<file path="src/core/fpsrc_pkg.sv">
// Package with shared constants and types for the flash power and reset control link
package fpsrc_pkg;
	// Clock period in picoseconds
	localparam int CLK_PS = 5000;
	// Documented times in their own units
	localparam int WAKE_DELAY_NS = 30000;
	localparam int ENTRY_DELAY_NS = 3000;
	localparam int SEL_DELAY_US = 30;
	localparam int PUW_DELAY_MS = 1;
	localparam int RECOVERY_DELAY_NS = 30000;
	localparam int STATUS_WRITE_US = 15;
	// Derived cycle counts, least times rounded up
	localparam int WAKE_CYC = (WAKE_DELAY_NS * 1000 + CLK_PS - 1) / CLK_PS;
	localparam int ENTRY_CYC = (ENTRY_DELAY_NS * 1000 + CLK_PS - 1) / CLK_PS;
	localparam int SEL_CYC = (SEL_DELAY_US * 1000000 + CLK_PS - 1) / CLK_PS;
	localparam int PUW_CYC = (PUW_DELAY_MS * 1000 + CLK_PS / 1000 - 1) / (CLK_PS / 1000) * 1000;
	localparam int RECOVERY_CYC = (RECOVERY_DELAY_NS * 1000 + CLK_PS - 1) / CLK_PS;
	localparam int STATUS_WRITE_CYC = (STATUS_WRITE_US * 1000000 + CLK_PS - 1) / CLK_PS;
	// Command codes
	localparam logic [7:0] CMD_WREN = 8'h06;
	localparam logic [7:0] CMD_WRDI = 8'h04;
	localparam logic [7:0] CMD_READ = 8'h03;
	localparam logic [7:0] CMD_PW = 8'h0A;
	localparam logic [7:0] CMD_PP = 8'h02;
	localparam logic [7:0] CMD_PE = 8'hDB;
	localparam logic [7:0] CMD_SE = 8'hD8;
	localparam logic [7:0] CMD_WRSR = 8'h01;
	localparam logic [7:0] CMD_DPD = 8'hB9;
	localparam logic [7:0] CMD_RDP = 8'hAB;
	// Host register offsets
	localparam logic [3:0] REG_CMD = 4'h0;
	localparam logic [3:0] REG_STAT = 4'h4;
	localparam logic [3:0] REG_CTRL = 4'h8;
	localparam logic [31:0] CTRL_RST = 32'h0000_0000;
	// Bit positions in host status
	localparam int ST_BUSY = 0;
	localparam int ST_DONE = 1;
	localparam int ST_PWRUP = 2;
	localparam int ST_REC = 3;
	// Serial clock divider half period in aclk cycles
	localparam int SCK_HALF = 6;
	// Device power states
	typedef enum logic [2:0] {
		FPSRC_OFF = 3'b000,
		FPSRC_STBY = 3'b001,
		FPSRC_ENTER = 3'b010,
		FPSRC_DEEP = 3'b011,
		FPSRC_WAKE = 3'b100
	} fpsrc_pwr_e;
endpackage

</file>
<file path="src/core/fpsrc_if.sv">
// Interface joining the flash power control device and its host
`timescale 1ns/100ps
interface fpsrc_if;
	logic sel_n;
	logic sck;
	logic serial_in_line;
	logic hw_reset_n;
	modport device (input sel_n, input sck, input serial_in_line, input hw_reset_n);
	modport host (output sel_n, output sck, output serial_in_line, output hw_reset_n);
endinterface

</file>
<file path="src/core/fpsrc_device.sv">
// Device end: power state, power-up delays, reset pin handling and release command
//
// Summary of operation
// - Deep power-down ignores all but release
// - Host frames release with select low
// - Extra clocks reject the release command
// - Standby after wake delay; host waits
// - Release rejected during busy cycle
// - Host deselected until select delay
// - Supply low holds logic in reset
// - Write commands ignored until write delay
// - Reads accepted after select delay
// - Testbench sends one early write that is ignored, then sends writes after both delays
// - Power-up gives standby, cleared flags
// - Reset pin aborts cycle, clears locks
// - Reset while decoding restores power-on
// - Reset during program restores power-on
// - Reset during status write finishes it
// - Delivered status bits are zero
// - Supply loss stops all responses
// - Host may hold reset during power
// - Host waits recovery after reset
// - Deep power-down after entry delay
`timescale 1ns/100ps
module fpsrc_device import fpsrc_pkg::*; #(
	parameter int WAKE_N = WAKE_CYC,
	parameter int ENTRY_N = ENTRY_CYC,
	parameter int SEL_N = SEL_CYC,
	parameter int PUW_N = PUW_CYC,
	parameter int REC_N = RECOVERY_CYC,
	parameter int SRW_N = STATUS_WRITE_CYC,
	parameter int CYC_N = 1000
) (
	// Clock and reset
	input wire logic aclk,
	input wire logic aresetn,
	// Link from host
	fpsrc_if.device lnk,
	// Supply monitor
	input wire logic supply_ok,
	input wire logic supply_min_ok,
	// Observed state
	output logic [2:0] pwr_state,
	output logic write_latch_flag,
	output logic cycle_busy_flag,
	output logic [1:0] lock_bits,
	output logic reads_ready,
	output logic writes_ready,
	output logic [7:0] last_cmd,
	output logic cmd_exec
);
	// Input synchronisers
	logic [1:0] sel_s_ff, sck_s_ff, din_s_ff, rst_s_ff, sup_s_ff, min_s_ff;
	logic sel_d_ff, sck_d_ff;
	logic sel_n, sck, din, rpin_n, sup, supmin;
	always_ff @(posedge aclk) begin
		if (!aresetn) begin
			sel_s_ff <= 2'h3;
			sck_s_ff <= 2'h0;
			din_s_ff <= 2'h0;
			rst_s_ff <= 2'h3;
			sup_s_ff <= 2'h0;
			min_s_ff <= 2'h0;
		end else begin
			sel_s_ff <= {sel_s_ff[0], lnk.sel_n};
			sck_s_ff <= {sck_s_ff[0], lnk.sck};
			din_s_ff <= {din_s_ff[0], lnk.serial_in_line};
			rst_s_ff <= {rst_s_ff[0], lnk.hw_reset_n};
			sup_s_ff <= {sup_s_ff[0], supply_ok};
			min_s_ff <= {min_s_ff[0], supply_min_ok};
		end
	end
	assign sel_n = sel_s_ff[1];
	assign sck = sck_s_ff[1];
	assign din = din_s_ff[1];
	assign rpin_n = rst_s_ff[1];
	assign sup = sup_s_ff[1];
	assign supmin = min_s_ff[1];
	// Edge history
	always_ff @(posedge aclk) begin
		if (!aresetn) begin
			sel_d_ff <= 1'b1;
			sck_d_ff <= 1'b0;
		end else begin
			sel_d_ff <= sel_n;
			sck_d_ff <= sck;
		end
	end
	logic sck_rise, sel_rise;
	assign sck_rise = !sel_n && sck && !sck_d_ff;
	assign sel_rise = sel_n && !sel_d_ff;
	// Logic reset: supply low only; reset pin handled per block
	logic lrst;
	assign lrst = !sup;
	// Power-up delay counters
	logic [31:0] puw_cnt_ff, sel_cnt_ff;
	always_ff @(posedge aclk) begin
		if (!aresetn || lrst) begin
			puw_cnt_ff <= '0;
		end else if (puw_cnt_ff < 32'(PUW_N)) begin
			puw_cnt_ff <= puw_cnt_ff + 32'h1;
		end
	end
	always_ff @(posedge aclk) begin
		if (!aresetn || lrst || !supmin) begin
			sel_cnt_ff <= '0;
		end else if (sel_cnt_ff < 32'(SEL_N)) begin
			sel_cnt_ff <= sel_cnt_ff + 32'h1;
		end
	end
	assign writes_ready = (puw_cnt_ff == 32'(PUW_N)) && (sel_cnt_ff == 32'(SEL_N));
	assign reads_ready = sel_cnt_ff == 32'(SEL_N);
	// Reset recovery counter, restarted by each pin low
	logic [31:0] rec_cnt_ff;
	always_ff @(posedge aclk) begin
		if (!aresetn || lrst || !rpin_n) begin
			rec_cnt_ff <= '0;
		end else if (rec_cnt_ff < 32'(REC_N)) begin
			rec_cnt_ff <= rec_cnt_ff + 32'h1;
		end
	end
	logic recovered;
	assign recovered = rec_cnt_ff == 32'(REC_N);
	// Command shifter, collects the first byte and counts clocks
	logic [7:0] sh_ff;
	logic [5:0] bits_ff;
	always_ff @(posedge aclk) begin
		if (!aresetn || lrst || sel_n) begin
			bits_ff <= '0;
			sh_ff <= '0;
		end else if (sck_rise) begin
			if (bits_ff < 6'd8) begin
				sh_ff <= {sh_ff[6:0], din};
			end
			if (bits_ff != 6'h3F) begin
				bits_ff <= bits_ff + 6'h1;
			end
		end
	end
	// Command ends on select rise; one byte exactly for DPD, RDP and WREN, not for WRDI
	logic done, onebyte, accept, srw_ff;
	assign done = sel_rise && bits_ff >= 6'd8 && recovered && sel_cnt_ff == 32'(SEL_N);
	assign onebyte = bits_ff == 6'd8;
	// Busy cycle timer
	logic [31:0] cyc_cnt_ff;
	fpsrc_pwr_e st_ff;
	logic is_wr;
	assign is_wr = sh_ff == CMD_WREN || sh_ff == CMD_PW || sh_ff == CMD_PP || sh_ff == CMD_PE || sh_ff == CMD_SE;
	// Command acceptance by state
	always_comb begin
		accept = 1'b0;
		if (done && st_ff == FPSRC_DEEP) begin
			accept = sh_ff == CMD_RDP && onebyte && !cycle_busy_flag;
		end else if (done && st_ff == FPSRC_STBY) begin
			if (cycle_busy_flag) begin
				accept = 1'b0;
			end else if (is_wr && !writes_ready) begin
				accept = 1'b0;
			end else begin
				accept = 1'b1;
			end
		end
	end
	// Power state machine
	logic [31:0] pc_ff;
	always_ff @(posedge aclk) begin
		if (!aresetn || lrst || !rpin_n) begin
			st_ff <= FPSRC_STBY;
			pc_ff <= '0;
		end else begin
			case (st_ff)
				FPSRC_STBY: begin
					if (accept && sh_ff == CMD_DPD && onebyte) begin
						st_ff <= FPSRC_ENTER;
						pc_ff <= '0;
					end
				end
				FPSRC_ENTER: begin
					pc_ff <= pc_ff + 32'h1;
					if (pc_ff + 32'h1 >= 32'(ENTRY_N)) begin
						st_ff <= FPSRC_DEEP;
					end
				end
				FPSRC_DEEP: begin
					if (accept) begin
						st_ff <= FPSRC_WAKE;
						pc_ff <= '0;
					end
				end
				FPSRC_WAKE: begin
					pc_ff <= pc_ff + 32'h1;
					if (pc_ff + 32'h1 >= 32'(WAKE_N)) begin
						st_ff <= FPSRC_STBY;
					end
				end
				default: begin
					st_ff <= FPSRC_STBY;
				end
			endcase
		end
	end
	assign pwr_state = st_ff;
	// Write latch, busy cycle and status write handling
	logic start_cyc;
	assign start_cyc = accept && st_ff == FPSRC_STBY && write_latch_flag &&
		(sh_ff == CMD_PW || sh_ff == CMD_PP || sh_ff == CMD_PE || sh_ff == CMD_SE || sh_ff == CMD_WRSR);
	always_ff @(posedge aclk) begin
		if (!aresetn || lrst) begin
			write_latch_flag <= 1'b0;
			cycle_busy_flag <= 1'b0;
			srw_ff <= 1'b0;
			cyc_cnt_ff <= '0;
		end else if (!rpin_n && !srw_ff) begin
			write_latch_flag <= 1'b0;
			cycle_busy_flag <= 1'b0;
			cyc_cnt_ff <= '0;
		end else if (cycle_busy_flag) begin
			cyc_cnt_ff <= cyc_cnt_ff + 32'h1;
			if (cyc_cnt_ff + 32'h1 >= (srw_ff ? 32'(SRW_N) : 32'(CYC_N))) begin
				cycle_busy_flag <= 1'b0;
				write_latch_flag <= 1'b0;
				srw_ff <= 1'b0;
			end
		end else if (start_cyc) begin
			cycle_busy_flag <= 1'b1;
			srw_ff <= sh_ff == CMD_WRSR;
			cyc_cnt_ff <= '0;
		end else if (accept && st_ff == FPSRC_STBY && sh_ff == CMD_WREN && onebyte) begin
			write_latch_flag <= 1'b1;
		end else if (accept && st_ff == FPSRC_STBY && sh_ff == CMD_WRDI) begin
			write_latch_flag <= 1'b0;
		end
	end
	// Lock bits cleared at power-up and by reset pin
	always_ff @(posedge aclk) begin
		if (!aresetn || lrst || !rpin_n) begin
			lock_bits <= 2'h0;
		end
	end
	// Last executed command
	always_ff @(posedge aclk) begin
		if (!aresetn || lrst) begin
			last_cmd <= 8'h00;
			cmd_exec <= 1'b0;
		end else begin
			cmd_exec <= accept;
			if (accept) begin
				last_cmd <= sh_ff;
			end
		end
	end
endmodule

</file>
<file path="src/flat_wrapper.sv">
// flat-port wrapper written by rule: the top's interface ports become plain ports
module fpsrc_device_flat import fpsrc_pkg::*;
#(
	parameter int WAKE_N = WAKE_CYC,
	parameter int ENTRY_N = ENTRY_CYC,
	parameter int SEL_N = SEL_CYC,
	parameter int PUW_N = PUW_CYC,
	parameter int REC_N = RECOVERY_CYC,
	parameter int SRW_N = STATUS_WRITE_CYC,
	parameter int CYC_N = 1000
)
  (aclk, aresetn, supply_ok, supply_min_ok, pwr_state, write_latch_flag, cycle_busy_flag, lock_bits, reads_ready, writes_ready, last_cmd, cmd_exec, lnk_sel_n, lnk_sck, lnk_serial_in_line, lnk_hw_reset_n);
  fpsrc_if lnk_i ();
  input wire logic aclk;
  input wire logic aresetn;
  input wire logic supply_ok;
  input wire logic supply_min_ok;
  output logic [2:0] pwr_state;
  output logic write_latch_flag;
  output logic cycle_busy_flag;
  output logic [1:0] lock_bits;
  output logic reads_ready;
  output logic writes_ready;
  output logic [7:0] last_cmd;
  output logic cmd_exec;
  input wire logic [$bits(lnk_i.sel_n)-1:0] lnk_sel_n;
  input wire logic [$bits(lnk_i.sck)-1:0] lnk_sck;
  input wire logic [$bits(lnk_i.serial_in_line)-1:0] lnk_serial_in_line;
  input wire logic [$bits(lnk_i.hw_reset_n)-1:0] lnk_hw_reset_n;
  assign lnk_i.sel_n = lnk_sel_n;
  assign lnk_i.sck = lnk_sck;
  assign lnk_i.serial_in_line = lnk_serial_in_line;
  assign lnk_i.hw_reset_n = lnk_hw_reset_n;
  fpsrc_device #(.WAKE_N(WAKE_N), .ENTRY_N(ENTRY_N), .SEL_N(SEL_N), .PUW_N(PUW_N), .REC_N(REC_N), .SRW_N(SRW_N), .CYC_N(CYC_N)) u_core (.aclk(aclk), .aresetn(aresetn), .lnk(lnk_i), .supply_ok(supply_ok), .supply_min_ok(supply_min_ok), .pwr_state(pwr_state), .write_latch_flag(write_latch_flag), .cycle_busy_flag(cycle_busy_flag), .lock_bits(lock_bits), .reads_ready(reads_ready), .writes_ready(writes_ready), .last_cmd(last_cmd), .cmd_exec(cmd_exec));
endmodule
</file>
<file path="config.mk">
export PLATFORM = sky130hd
export DESIGN_NAME = fpsrc_device_flat
export DESIGN_NICKNAME = d
export VERILOG_FILES = /design/src/core/fpsrc_pkg.sv /design/src/core/fpsrc_if.sv /design/src/core/fpsrc_device.sv /design/src/flat_wrapper.sv
export SDC_FILE = /design/constraint.sdc
export NUM_CORES = 1
export LEC_CHECK = 0
export BUFFER_PORTS_ARGS = -buffer_cell sky130_fd_sc_hd__buf_4
export CAP_MARGIN = 20
export CORE_MARGIN = 2
export CORE_UTILIZATION = 35
export DETAILED_ROUTE_END_ITERATION = 6
export SYNTH_ARGS = -nofsm -noshare
export SYNTH_HDL_FRONTEND = slang
export SYNTH_SLANG_ARGS = --single-unit
</file>
<file path="constraint.sdc">
create_clock -name aclk -period 3.5 [get_ports aclk]
set_input_delay 0.35 -clock aclk [delete_from_list [all_inputs] [get_ports aclk]]
set_output_delay 0.35 -clock aclk [all_outputs]
set_load 0.01 [all_outputs]
</file>
==> metrics.csv, run 1 <==
stage,metric,value,unit
finish,Ant. Diodes,0,
route,vias per cell,5.28,
worst_hold_path,Worst Hold Class,in2reg,
yosys,Yosys cell types,70,
yosys,Mapped Cells,1185,
sta,clock skew,11.8,ps
flow_run,max-cap viol count,0,
clock_tree,Clock Latency Late Sink,520,ps
clock_tree,CTS tree,done,
sta,max frequency,0.309,GHz
setup_path,CP Capture Type,register,
yosys,Synth Area in Simple Gates,0.291,
sta,max-slew violation count,0,
clock_tree,Max Root-Sink Buffers,3,
finish,"Core Util, Final",0.402,
setup_path,CP Max Fanout,11,
route,DRC viols,0,
global_routing,global-route usage over all layers,0.151,
finish,nets,1197,
yosys,xor and xnor area share after synthesis,0.0651,
setup_path,cell mode on critical path,nand4_1,
placement,Placer Congestion,0.847,
global_routing,met2 global-route usage,0.240,
sta,RSZ-0062 raised after global routing,no,
yosys,Synth async-reset ratio,0,
power_and_ir_drop,Seq pwr share,0.489,
yosys,largest family of logic cells by synthesized area,simple AND/OR/NAND/NOR gates,
finish,share of post-route cells with drive strength above 1,0.0889,
yosys,Post-synth EDFFs,0,
global_routing,gr ovfl total,0,
global_routing,busiest grt layer,met2,
finish,area grow syn2layout,13.3,%
global_routing,first-pass GRT wire length,37.7,mm
power_and_ir_drop,Clk pwr share,0.503,
sta,setup ws final,262,ps
setup_path,crit-path cells,ha_1 > nand4_1 > nor2_1 > nand4_1 > o31ai_1 > o211ai_1 > or4_1 > a211oi_2,
setup_path,RR Startpoint,u_core.cyc_cnt_ff[0],
yosys,mux cell area share after synthesis,0.0207,
route,initial DRC count,520,
run_status,status,"complete, no violations",
global_routing,number of global-route vias before repair,7718,
die,initial core utilization,0.354,
power_and_ir_drop,sw frac,0.208,
power_and_ir_drop,pwr dens,428,nW/um2
global_routing,largest net degree at the start of global routing,51,
yosys,#FFs+latches synth,203,
yosys,post-synthesis adder-cell area fraction,0.0166,
yosys,post-synthesis cell area,9820,um2
global_routing,met1 Use GR,0.212,
sta,Worst slew margin,0.453,
setup_path,critical path's largest stage delay,660,ps
die,CORE AREA,27700,um2
route,final wirelength,22.0,mm
power_and_ir_drop,internal power,3.77,mW
sta,setup violators final,0,
power_and_ir_drop,Leakage,3.93,nW
die,cell row count,61,
route,via count,8292,
setup_path,Crit-path slowest cell,nor2_1,
setup_path,Critical path buffers and inverters,0,
sta,Final period util,0.925,
power_and_ir_drop,Combinational Power Share,0.009,
global_routing,initial antenna violation count,0,
clock_tree,clk sinks,203,
setup_path,Setup CP Type,reg2reg,
clock_tree,CTS Root Cell,clkbuf_16,
route,Final ANT Viol Nets,0,
worst_hold_path,Hold Path Origin,lnk_sck,
setup_path,Setup crit start kind,register,
die,die area,29400,um2
sta,Slew @ Worst Pin,815,ps
setup_path,Critical path origin,u_core.cyc_cnt_ff[0],
power_and_ir_drop,sw power,0.991,mW
sta,Setup TNS,0,ps
route,length of the first detailed-routing pass in iterations,6,
die,Die Ht,171,um
yosys,sequential area share after synthesis,0.414,
setup_path,"CP delay by family, top",simple AND/OR/NAND/NOR gates,
yosys,Synth Area per Inst,8.28,um2
route,wire length per cell,14.0,um
global_routing,met3 Use GR,0.0242,
yosys,Post-synth top flop,dfxtp_1,
clock_tree,total clock buffers created by CTS,23,
power_and_ir_drop,Design Power,4.76,mW
placement,DPL Wire Length,14.8,mm
yosys,Synth Area in Compound Gates,0.150,
sta,minimum clock period,3240,ps
die,Die X,171,um
clock_tree,Post CTS Setup Buffer Count,0,
setup_path,CP arrival,3680,ps
power_and_ir_drop,peak supply drop,348,uV
setup_path,Crit path required time,3940,ps
yosys,Ys Warns,0,
finish,FILL cells,2772,
placement,pre-CTS WS,363,ps
placement,number of port buffers,23,
sta,Hold Fails Final Rpt,0,
die,Top Ports,26,
clock_tree,CTS H-tree depth,1,
clock_tree,"Clk pin slew, worst setup/hold paths",60,ps
-- Yosys cell counts, types with 18 or more instances --
library cell / instances / area share
nor2_1: 128 / 0.049
xnor2_1: 41 / 0.037
a21oi_1: 42 / 0.021
nor3_1: 27 / 0.014
and3_1: 74 / 0.047
dfxtp_1: 203 / 0.41
o21ai_0: 44 / 0.022
inv_1: 25 / 0.0096
nand2_1: 98 / 0.037
mux2i_1: 18 / 0.018
nand3_1: 51 / 0.026
clkbuf_1: 80 / 0.031
xor2_1: 32 / 0.029
nor4_1: 28 / 0.018
nand4_1: 44 / 0.028
a31oi_1: 26 / 0.017
and2_1: 25 / 0.016
-- per-layer routing --
layer / vias up / wire, um / share of wire
met5: - / 0 / 0
met4: 0 / 473 / 0.022
met3: 34 / 801 / 0.036
met2: 113 / 9560 / 0.44
met1: 3871 / 11100 / 0.51
li1: 4274 / - / -
-- logic make-up (layout without fill, tap and decap cells) --
family / count (synthesis) / after routing
other: 1 / 2
xor gates and xnor gates: 73 / 73
muxes: 20 / 20
buffers and inverters: 109 / 115
AOI/OAI and AO/OA: 219 / 219
and+or+nand+nor: 547 / 547
adders and majority gates: 13 / 13
DFF: 203 / 203
-- per-stage QoR --
stage / hold slack, ps / cells / cell area [um2]
floorplan: 386 / 1186 / 9820
global route: 37.9 / 1570 / 11100
finish: 42.0 / 1570 / 11100
CTS: 19.8 / 1570 / 11100
detailed placement: 393 / 1527 / 10300
global placement: 393 / 1527 / 10300
-- worst paths after layout --
| kind | to | slack (ps) | depth (start not counted) |
|---|---|---|---|
| min reg2reg | u_core.sel_s_ff[1] | 400 | 1 |
| min | u_core.sck_s_ff[0] | 40 | 2 |
| max | u_core.srw_ff | 260 | 8 |
| max reg2reg | u_core.srw_ff | 260 | 8 |
-- placed cells by master (no fill, tap or decap), types with 25 or more instances in the layout --
| master | Yosys | layout |
|---|---|---|
| a21oi_1 | 42 | 42 |
| a31oi_1 | 26 | 26 |
| and2_1 | 25 | 25 |
| and3_1 | 74 | 74 |
| buf_4 | 2 | 47 |
| dfxtp_1 | 203 | 203 |
| inv_1 | 25 | 25 |
| nand2_1 | 98 | 98 |
| nand3_1 | 51 | 51 |
| nand4_1 | 44 | 44 |
| nor2_1 | 128 | 128 |
| nor3_1 | 27 | 26 |
| nor4_1 | 28 | 28 |
| o21ai_0 | 44 | 43 |
| xnor2_1 | 41 | 41 |
| xor2_1 | 32 | 32 |
-- registers in the layout, indices dropped and copies added, names as in the netlist, 3 cells and up --
signal and flops:
u_core.sel_cnt_ff 32, u_core.rec_cnt_ff 32, u_core.last_cmd 8, u_core.pc_ff 32, u_core.puw_cnt_ff 32, u_core.cyc_cnt_ff 32
u_core.sh_ff 8, u_core.bits_ff 6, u_core.pwr_state 3
-- layout make-up --
type	instances	area (um2)	share of cell area
inverters	25	93.8	0.00843
clock inverters	8	82.6	0.00742
repair buffers	49	373	0.0335
clock buffers	33	683	0.0614
well taps	378	473	0.0425
flip-flops and latches	203	4060	0.365
multi-input cells	874	5360	0.481
-- power by group through the flow --
stage	clock network [mW]	registers [mW]	logic [mW]
2_1_floorplan	0	2.37	0.0307
3_3_place_gp	0	2.38	0.0406
3_5_place_dp	0	2.38	0.0407
4_1_cts	2.46	2.33	0.0425
5_1_grt	2.56	2.33	0.0471
6_report	2.39	2.33	0.0418
-- what timing repair did --
item                                   CTS  global route
endpoints found under the hold margin    2             0
hold buffers                             2             0
resized for setup                        0             0
(Power assumes the default switching activity.)
==> run 2, diff against run 1 <==
--- a/config.mk
+++ b/config.mk
@@ -10,6 +10,7 @@
 export CORE_MARGIN = 2
 export CORE_UTILIZATION = 35
 export DETAILED_ROUTE_END_ITERATION = 6
+export RECOVER_POWER = 25
 export SYNTH_ARGS = -nofsm -noshare
 export SYNTH_HDL_FRONTEND = slang
 export SYNTH_SLANG_ARGS = --single-unit
==> run 2 against run 1 <==
Register-to-register slack improved by 20 ps; design area fell by 0.47%; clock skew fell by 1.5 ps; non-clock buffer count did not move; sequential power barely moved; hold slack improved by 1.3 ps; die area did not move; sequential share of layout area rose by 0.17 points; highest routed layer unchanged.
==> metrics.csv, run 2 (same netlist as run 1, synthesis figures left out) <==
stage,metric,value,unit
power_and_ir_drop,peak supply drop,348,uV
global_routing,first-pass GRT wire length,37.7,mm
setup_path,CP Capture Type,register,
sta,Worst slew margin,0.201,
flow_run,max-cap viol count,0,
finish,most frequent cells in the layout,"dfxtp_1 (203), nor2_1 (128), nand2_1 (98), and3_1 (74), nand3_1 (51)",
worst_hold_path,Worst Hold Class,in2reg,
placement,pre-CTS WS,363,ps
setup_path,Crit-path slowest cell,nor2_1,
run_status,status,"complete, no violations",
global_routing,initial antenna violation count,0,
setup_path,critical path's largest stage delay,660,ps
clock_tree,"Clk pin slew, worst setup/hold paths",60,ps
finish,Finished Cell Area,11100,um2
clock_tree,CTS H-tree depth,1,
placement,DPL Wire Length,14.8,mm
clock_tree,Max Root-Sink Buffers,3,
clock_tree,hold buffers post-CTS,2,
finish,"commonest non-fill, non-tap cell in the layout",dfxtp_1,
clock_tree,post-cts sizing count,0,
power_and_ir_drop,pwr dens,430,nW/um2
global_routing,number of global-route vias before repair,7718,
route,met2 wire len,9.54,mm
clock_tree,clk sinks,203,
power_and_ir_drop,Leakage,3.86,nW
die,Die X,171,um
route,vias per cell,5.29,
clock_tree,Clock Latency Late Sink,520,ps
setup_path,Reg2Reg Setup Slack,280,ps
route,wire length per cell,14.0,um
clock_tree,CTS Root Cell,clkbuf_16,
sta,setup ws final,281,ps
placement,Placer Congestion,0.847,
die,Top Ports,26,
setup_path,CP arrival,3660,ps
route,routed wl met3,752,um
setup_path,CP Max Fanout,11,
route,length of the first detailed-routing pass in iterations,5,
finish,share of post-route cells with drive strength above 1,0.0772,
sta,max frequency,0.311,GHz
route,Final ANT Viol Nets,0,
die,cell row count,61,
die,initial core utilization,0.354,
setup_path,Setup CP Type,reg2reg,
sta,Setup TNS,0,ps
sta,max-slew violation count,0,
die,CORE AREA,27700,um2
finish,area grow syn2layout,12.8,%
finish,nets,1197,
power_and_ir_drop,Design Power,4.76,mW
global_routing,global-route usage over all layers,0.151,
route,WL met1,11.2,mm
sta,Final period util,0.920,
global_routing,gr ovfl total,0,
finish,"Core Util, Final",0.400,
die,Die Ht,171,um
global_routing,largest net degree at the start of global routing,51,
sta,tightest hold margin,43.3,ps
finish,Ant. Diodes,0,
clock_tree,Post CTS Setup Buffer Count,0,
route,DRC viols,0,
sta,clock skew,10.3,ps
sta,Slew @ Worst Pin,1200,ps
route,initial DRC count,567,
setup_path,Crit path required time,3940,ps
clock_tree,CTS tree,done,
clock_tree,total clock buffers created by CTS,23,
placement,number of port buffers,23,
sta,RSZ-0062 raised after global routing,no,
placement,Post-Place Cell Area,10300,um2
setup_path,cell mode on critical path,nand4_1,
finish,final cell count without fillers,1570,
sta,minimum clock period,3220,ps
sta,setup violators final,0,
die,die area,29400,um2
placement,placed insts,1527,
route,final wirelength,22.0,mm
route,via count,8311,
setup_path,crit-path cells,ha_1 > nand4_1 > nor2_1 > nand4_1 > o31ai_1 > o211ai_1 > or4_1 > a211oi_2,
sta,Hold Fails Final Rpt,0,
route,uppermost layer routed,met4,
setup_path,Setup crit start kind,register,
[run 2: power breakdown]
group          switching, mW  internal, mW  leakage (nW)
combinational         0.0261        0.0149          1.85
clock                  0.956          1.43         0.381
sequential           0.00738          2.32          1.64
[run 2: layout make-up]
class | count | area (um2)
clock buffer | 33 | 683
clock inverter | 8 | 82.6
fill | 2780 | 16600
inverter | 25 | 93.8
multi-input combinational | 874 | 5360
sequential | 203 | 4060
tap | 378 | 473
timing repair buffer | 49 | 320
[run 2: worst paths after layout]
path / end / cells after the start / start
setup / recovery: u_core.srw_ff / 8 / u_core.cyc_cnt_ff[0]
hold / removal: u_core.sck_s_ff[0] / 2 / lnk_sck
setup reg to reg: u_core.srw_ff / 8 / u_core.cyc_cnt_ff[0]
hold reg to reg: u_core.sel_s_ff[1] / 1 / u_core.sel_s_ff[0]
[run 2: metal layers]
metal | vias to the layer above | GRT usage
li1 | 4276 | -
met1 | 3885 | 0.212
met2 | 116 | 0.240
met3 | 34 | 0.0242
met4 | 0 | 0.0394
met5 | - | 0
[run 2: critical path, delay by kind of cell (launching register included)]
kind	cells	cell delay [ps]
adders and majority gates	1	310
DFF	1	430
and+or+nand+nor	4	1760
AOI/OAI and AO/OA	3	650
==> run 3, diff against run 2 <==
==> constraint.sdc (replaced) <==
create_clock -name aclk -period 3 [get_ports aclk]
set_input_delay 0.3 -clock aclk [delete_from_list [all_inputs] [get_ports aclk]]
set_output_delay 0.3 -clock aclk [all_outputs]
set_load 0.01 [all_outputs]
==> run 3 against run 2 <==
Clock power grew 18%; maximum frequency grew 12%; sequential share of layout area shrank 1.2 points; final cell count grew 2.9%; power grew 17%; non-clock buffer count grew 44; critical path depth grew 1; first-iteration DRC count shrank 4.6%; sequential cell count is the same; core utilization grew 1.4 points; via count grew 2.4%.
==> metrics.csv, run 3 (same netlist as run 1, synthesis figures left out) <==
stage,metric,value,unit
sta,minimum clock period,2860,ps
die,Die X,171,um
die,Die Ht,171,um
route,initial DRC count,541,
setup_path,cell mode on critical path,buf_4,
power_and_ir_drop,Leakage,4.10,nW
clock_tree,CTS tree,done,
route,wire length per cell,14.1,um
route,vias per cell,5.27,
finish,"Core Util, Final",0.413,
run_status,status,"complete, no violations",
worst_hold_path,Hold Path Origin,aresetn,
setup_path,"CP delay by family, top",simple AND/OR/NAND/NOR gates,
finish,Ant. Diodes,0,
placement,number of port buffers,23,
sta,Slew @ Worst Pin,861,ps
power_and_ir_drop,pwr dens,488,nW/um2
setup_path,path length in cells of the critical path,9,
setup_path,RR Startpoint,u_core.sel_cnt_ff[2],
die,Top Ports,26,
setup_path,Setup crit start kind,register,
route,DRC viols,0,
power_and_ir_drop,Seq pwr share,0.486,
global_routing,first-pass GRT wire length,38.9,mm
die,CORE AREA,27700,um2
clock_tree,Max Root-Sink Buffers,3,
sta,clock skew,10.6,ps
setup_path,crit-path cells,or4_1 > or4_4 > nor3_4 > buf_4 > nand4_1 > o41ai_4 > buf_4 > mux2_2 > nor2_1,
setup_path,critical path's largest stage delay,530,ps
finish,"commonest non-fill, non-tap cell in the layout",dfxtp_1,
setup_path,CP Max Fanout,12,
setup_path,CP arrival,3270,ps
finish,share of post-route cells with drive strength above 1,0.111,
die,die area,29400,um2
sta,RSZ-0062 raised after global routing,yes,
setup_path,reg2reg end,u_core.cyc_cnt_ff[0],
die,cell row count,61,
power_and_ir_drop,Combinational Power Share,0.009,
power_and_ir_drop,peak supply drop,324,uV
placement,Placer Congestion,0.857,
sta,Setup TNS,0,ps
finish,nets,1242,
clock_tree,total clock buffers created by CTS,24,
setup_path,Reg2Reg Setup Slack,140,ps
clock_tree,CTS Root Cell,clkbuf_16,
finish,Finished Cell Area,11500,um2
worst_hold_path,Worst Hold Class,in2reg,
worst_hold_path,Hold Crit Depth,2,
setup_path,Critical path buffers and inverters,2,
sta,max-slew violation count,0,
clock_tree,Post CTS Setup Buffer Count,0,
finish,most frequent cells in the layout,"dfxtp_1 (203), nor2_1 (127), nand2_1 (98), and3_1 (73), buf_4 (68)",
sta,Final period util,0.955,
clock_tree,clk sinks,203,
clock_tree,Clock Latency Late Sink,520,ps
global_routing,initial antenna violation count,0,
setup_path,R2R depth,9,
global_routing,largest net degree at the start of global routing,51,
worst_hold_path,Hold EP,u_core.sel_s_ff[1],
route,length of the first detailed-routing pass in iterations,4,
route,via count,8508,
sta,Hold Fails Final Rpt,0,
sta,max frequency,0.349,GHz
placement,Post-Place Cell Area,10700,um2
sta,Worst slew margin,0.426,
power_and_ir_drop,Clk pwr share,0.505,
setup_path,Crit path required time,3410,ps
power_and_ir_drop,sw power,1.18,mW
route,Final ANT Viol Nets,0,
finish,area grow syn2layout,16.7,%
power_and_ir_drop,internal power,4.41,mW
die,initial core utilization,0.354,
setup_path,Setup CP Type,reg2reg,
sta,setup violators final,0,
clock_tree,CTS H-tree depth,1,
flow_run,max-cap viol count,0,
global_routing,global-route usage over all layers,0.157,
global_routing,number of global-route vias before repair,7904,
route,final wirelength,22.8,mm
setup_path,Crit-path slowest cell,or4_4,
global_routing,gr ovfl total,0,
setup_path,CP Capture Type,register,
placement,DPL Wire Length,15.5,mm
power_and_ir_drop,sw frac,0.211,
clock_tree,"Clk pin slew, worst setup/hold paths",60,ps
run 3: cell types whose count changed in the layout (fill, tap and decap cells not counted), sizes merged:
cell         before  now
clkbuf           47   50
buf              33   70
clkinv            5    7
inv              26   25
dlygate4sd3       2    6
run 3: power groups by stage:
stage          Sequential (mW)  Combinational [mW]  Clock [mW]
6_report                  2.71              0.0524        2.82
5_1_grt                   2.72              0.0586        3.03
4_1_cts                   2.71              0.0538        2.92
3_5_place_dp              2.77              0.0477           0
3_3_place_gp              2.77              0.0472           0
2_1_floorplan             2.77              0.0359           0
run 3: timing repair:
action / CTS / global route
hold endpoints to repair: 6 / 0
gates resized for setup: 0 / 5
setup endpoints to repair: 0 / 4
hold buffers: 6 / 0
run 3: routing by layer:
layer | global-route usage | vias to the layer above | wire length [um]
met4 | 0.0391 | 0 | 378
met3 | 0.0244 | 33 | 909
met5 | 0 | - | 0
met2 | 0.249 | 118 | 10100
met1 | 0.222 | 4011 | 11300
li1 | - | 4346 | -
run 3: cell type report:
cell class | instances | area, um2
fillers | 2749 | 16300
flip-flops and latches | 203 | 4060
well taps | 378 | 473
clock buffers | 33 | 686
multi-input cells | 874 | 5370
repair buffers | 93 | 684
inverters | 25 | 93.8
clock inverters | 9 | 83.8
run 3: stage by stage:
stage	power, mW	hold WS, ps	worst slack [ps]	std cells
3_3_place_gp	2.82	396	131	1567
2_1_floorplan	2.80	386	115	1186
5_1_grt	5.80	106	2.50	1615
3_5_place_dp	2.82	394	122	1567
6_report	5.59	95.6	135	1615
4_1_cts	5.68	78.7	96.8	1615
run 3: how the worst max path moves through the flow:
stage | from | endpoint | slack (ps)
finish | u_core.sel_cnt_ff[2] | u_core.cyc_cnt_ff[0] | 140
detailed placement | u_core.sel_cnt_ff[2] | u_core.cyc_cnt_ff[23] | 120
CTS | u_core.sel_cnt_ff[2] | u_core.cyc_cnt_ff[23] | 100
global placement | u_core.sel_cnt_ff[2] | u_core.cyc_cnt_ff[23] | 130
floorplan | u_core.cyc_cnt_ff[3] | u_core.srw_ff | 120
global route | u_core.puw_cnt_ff[26] | u_core.srw_ff | 3
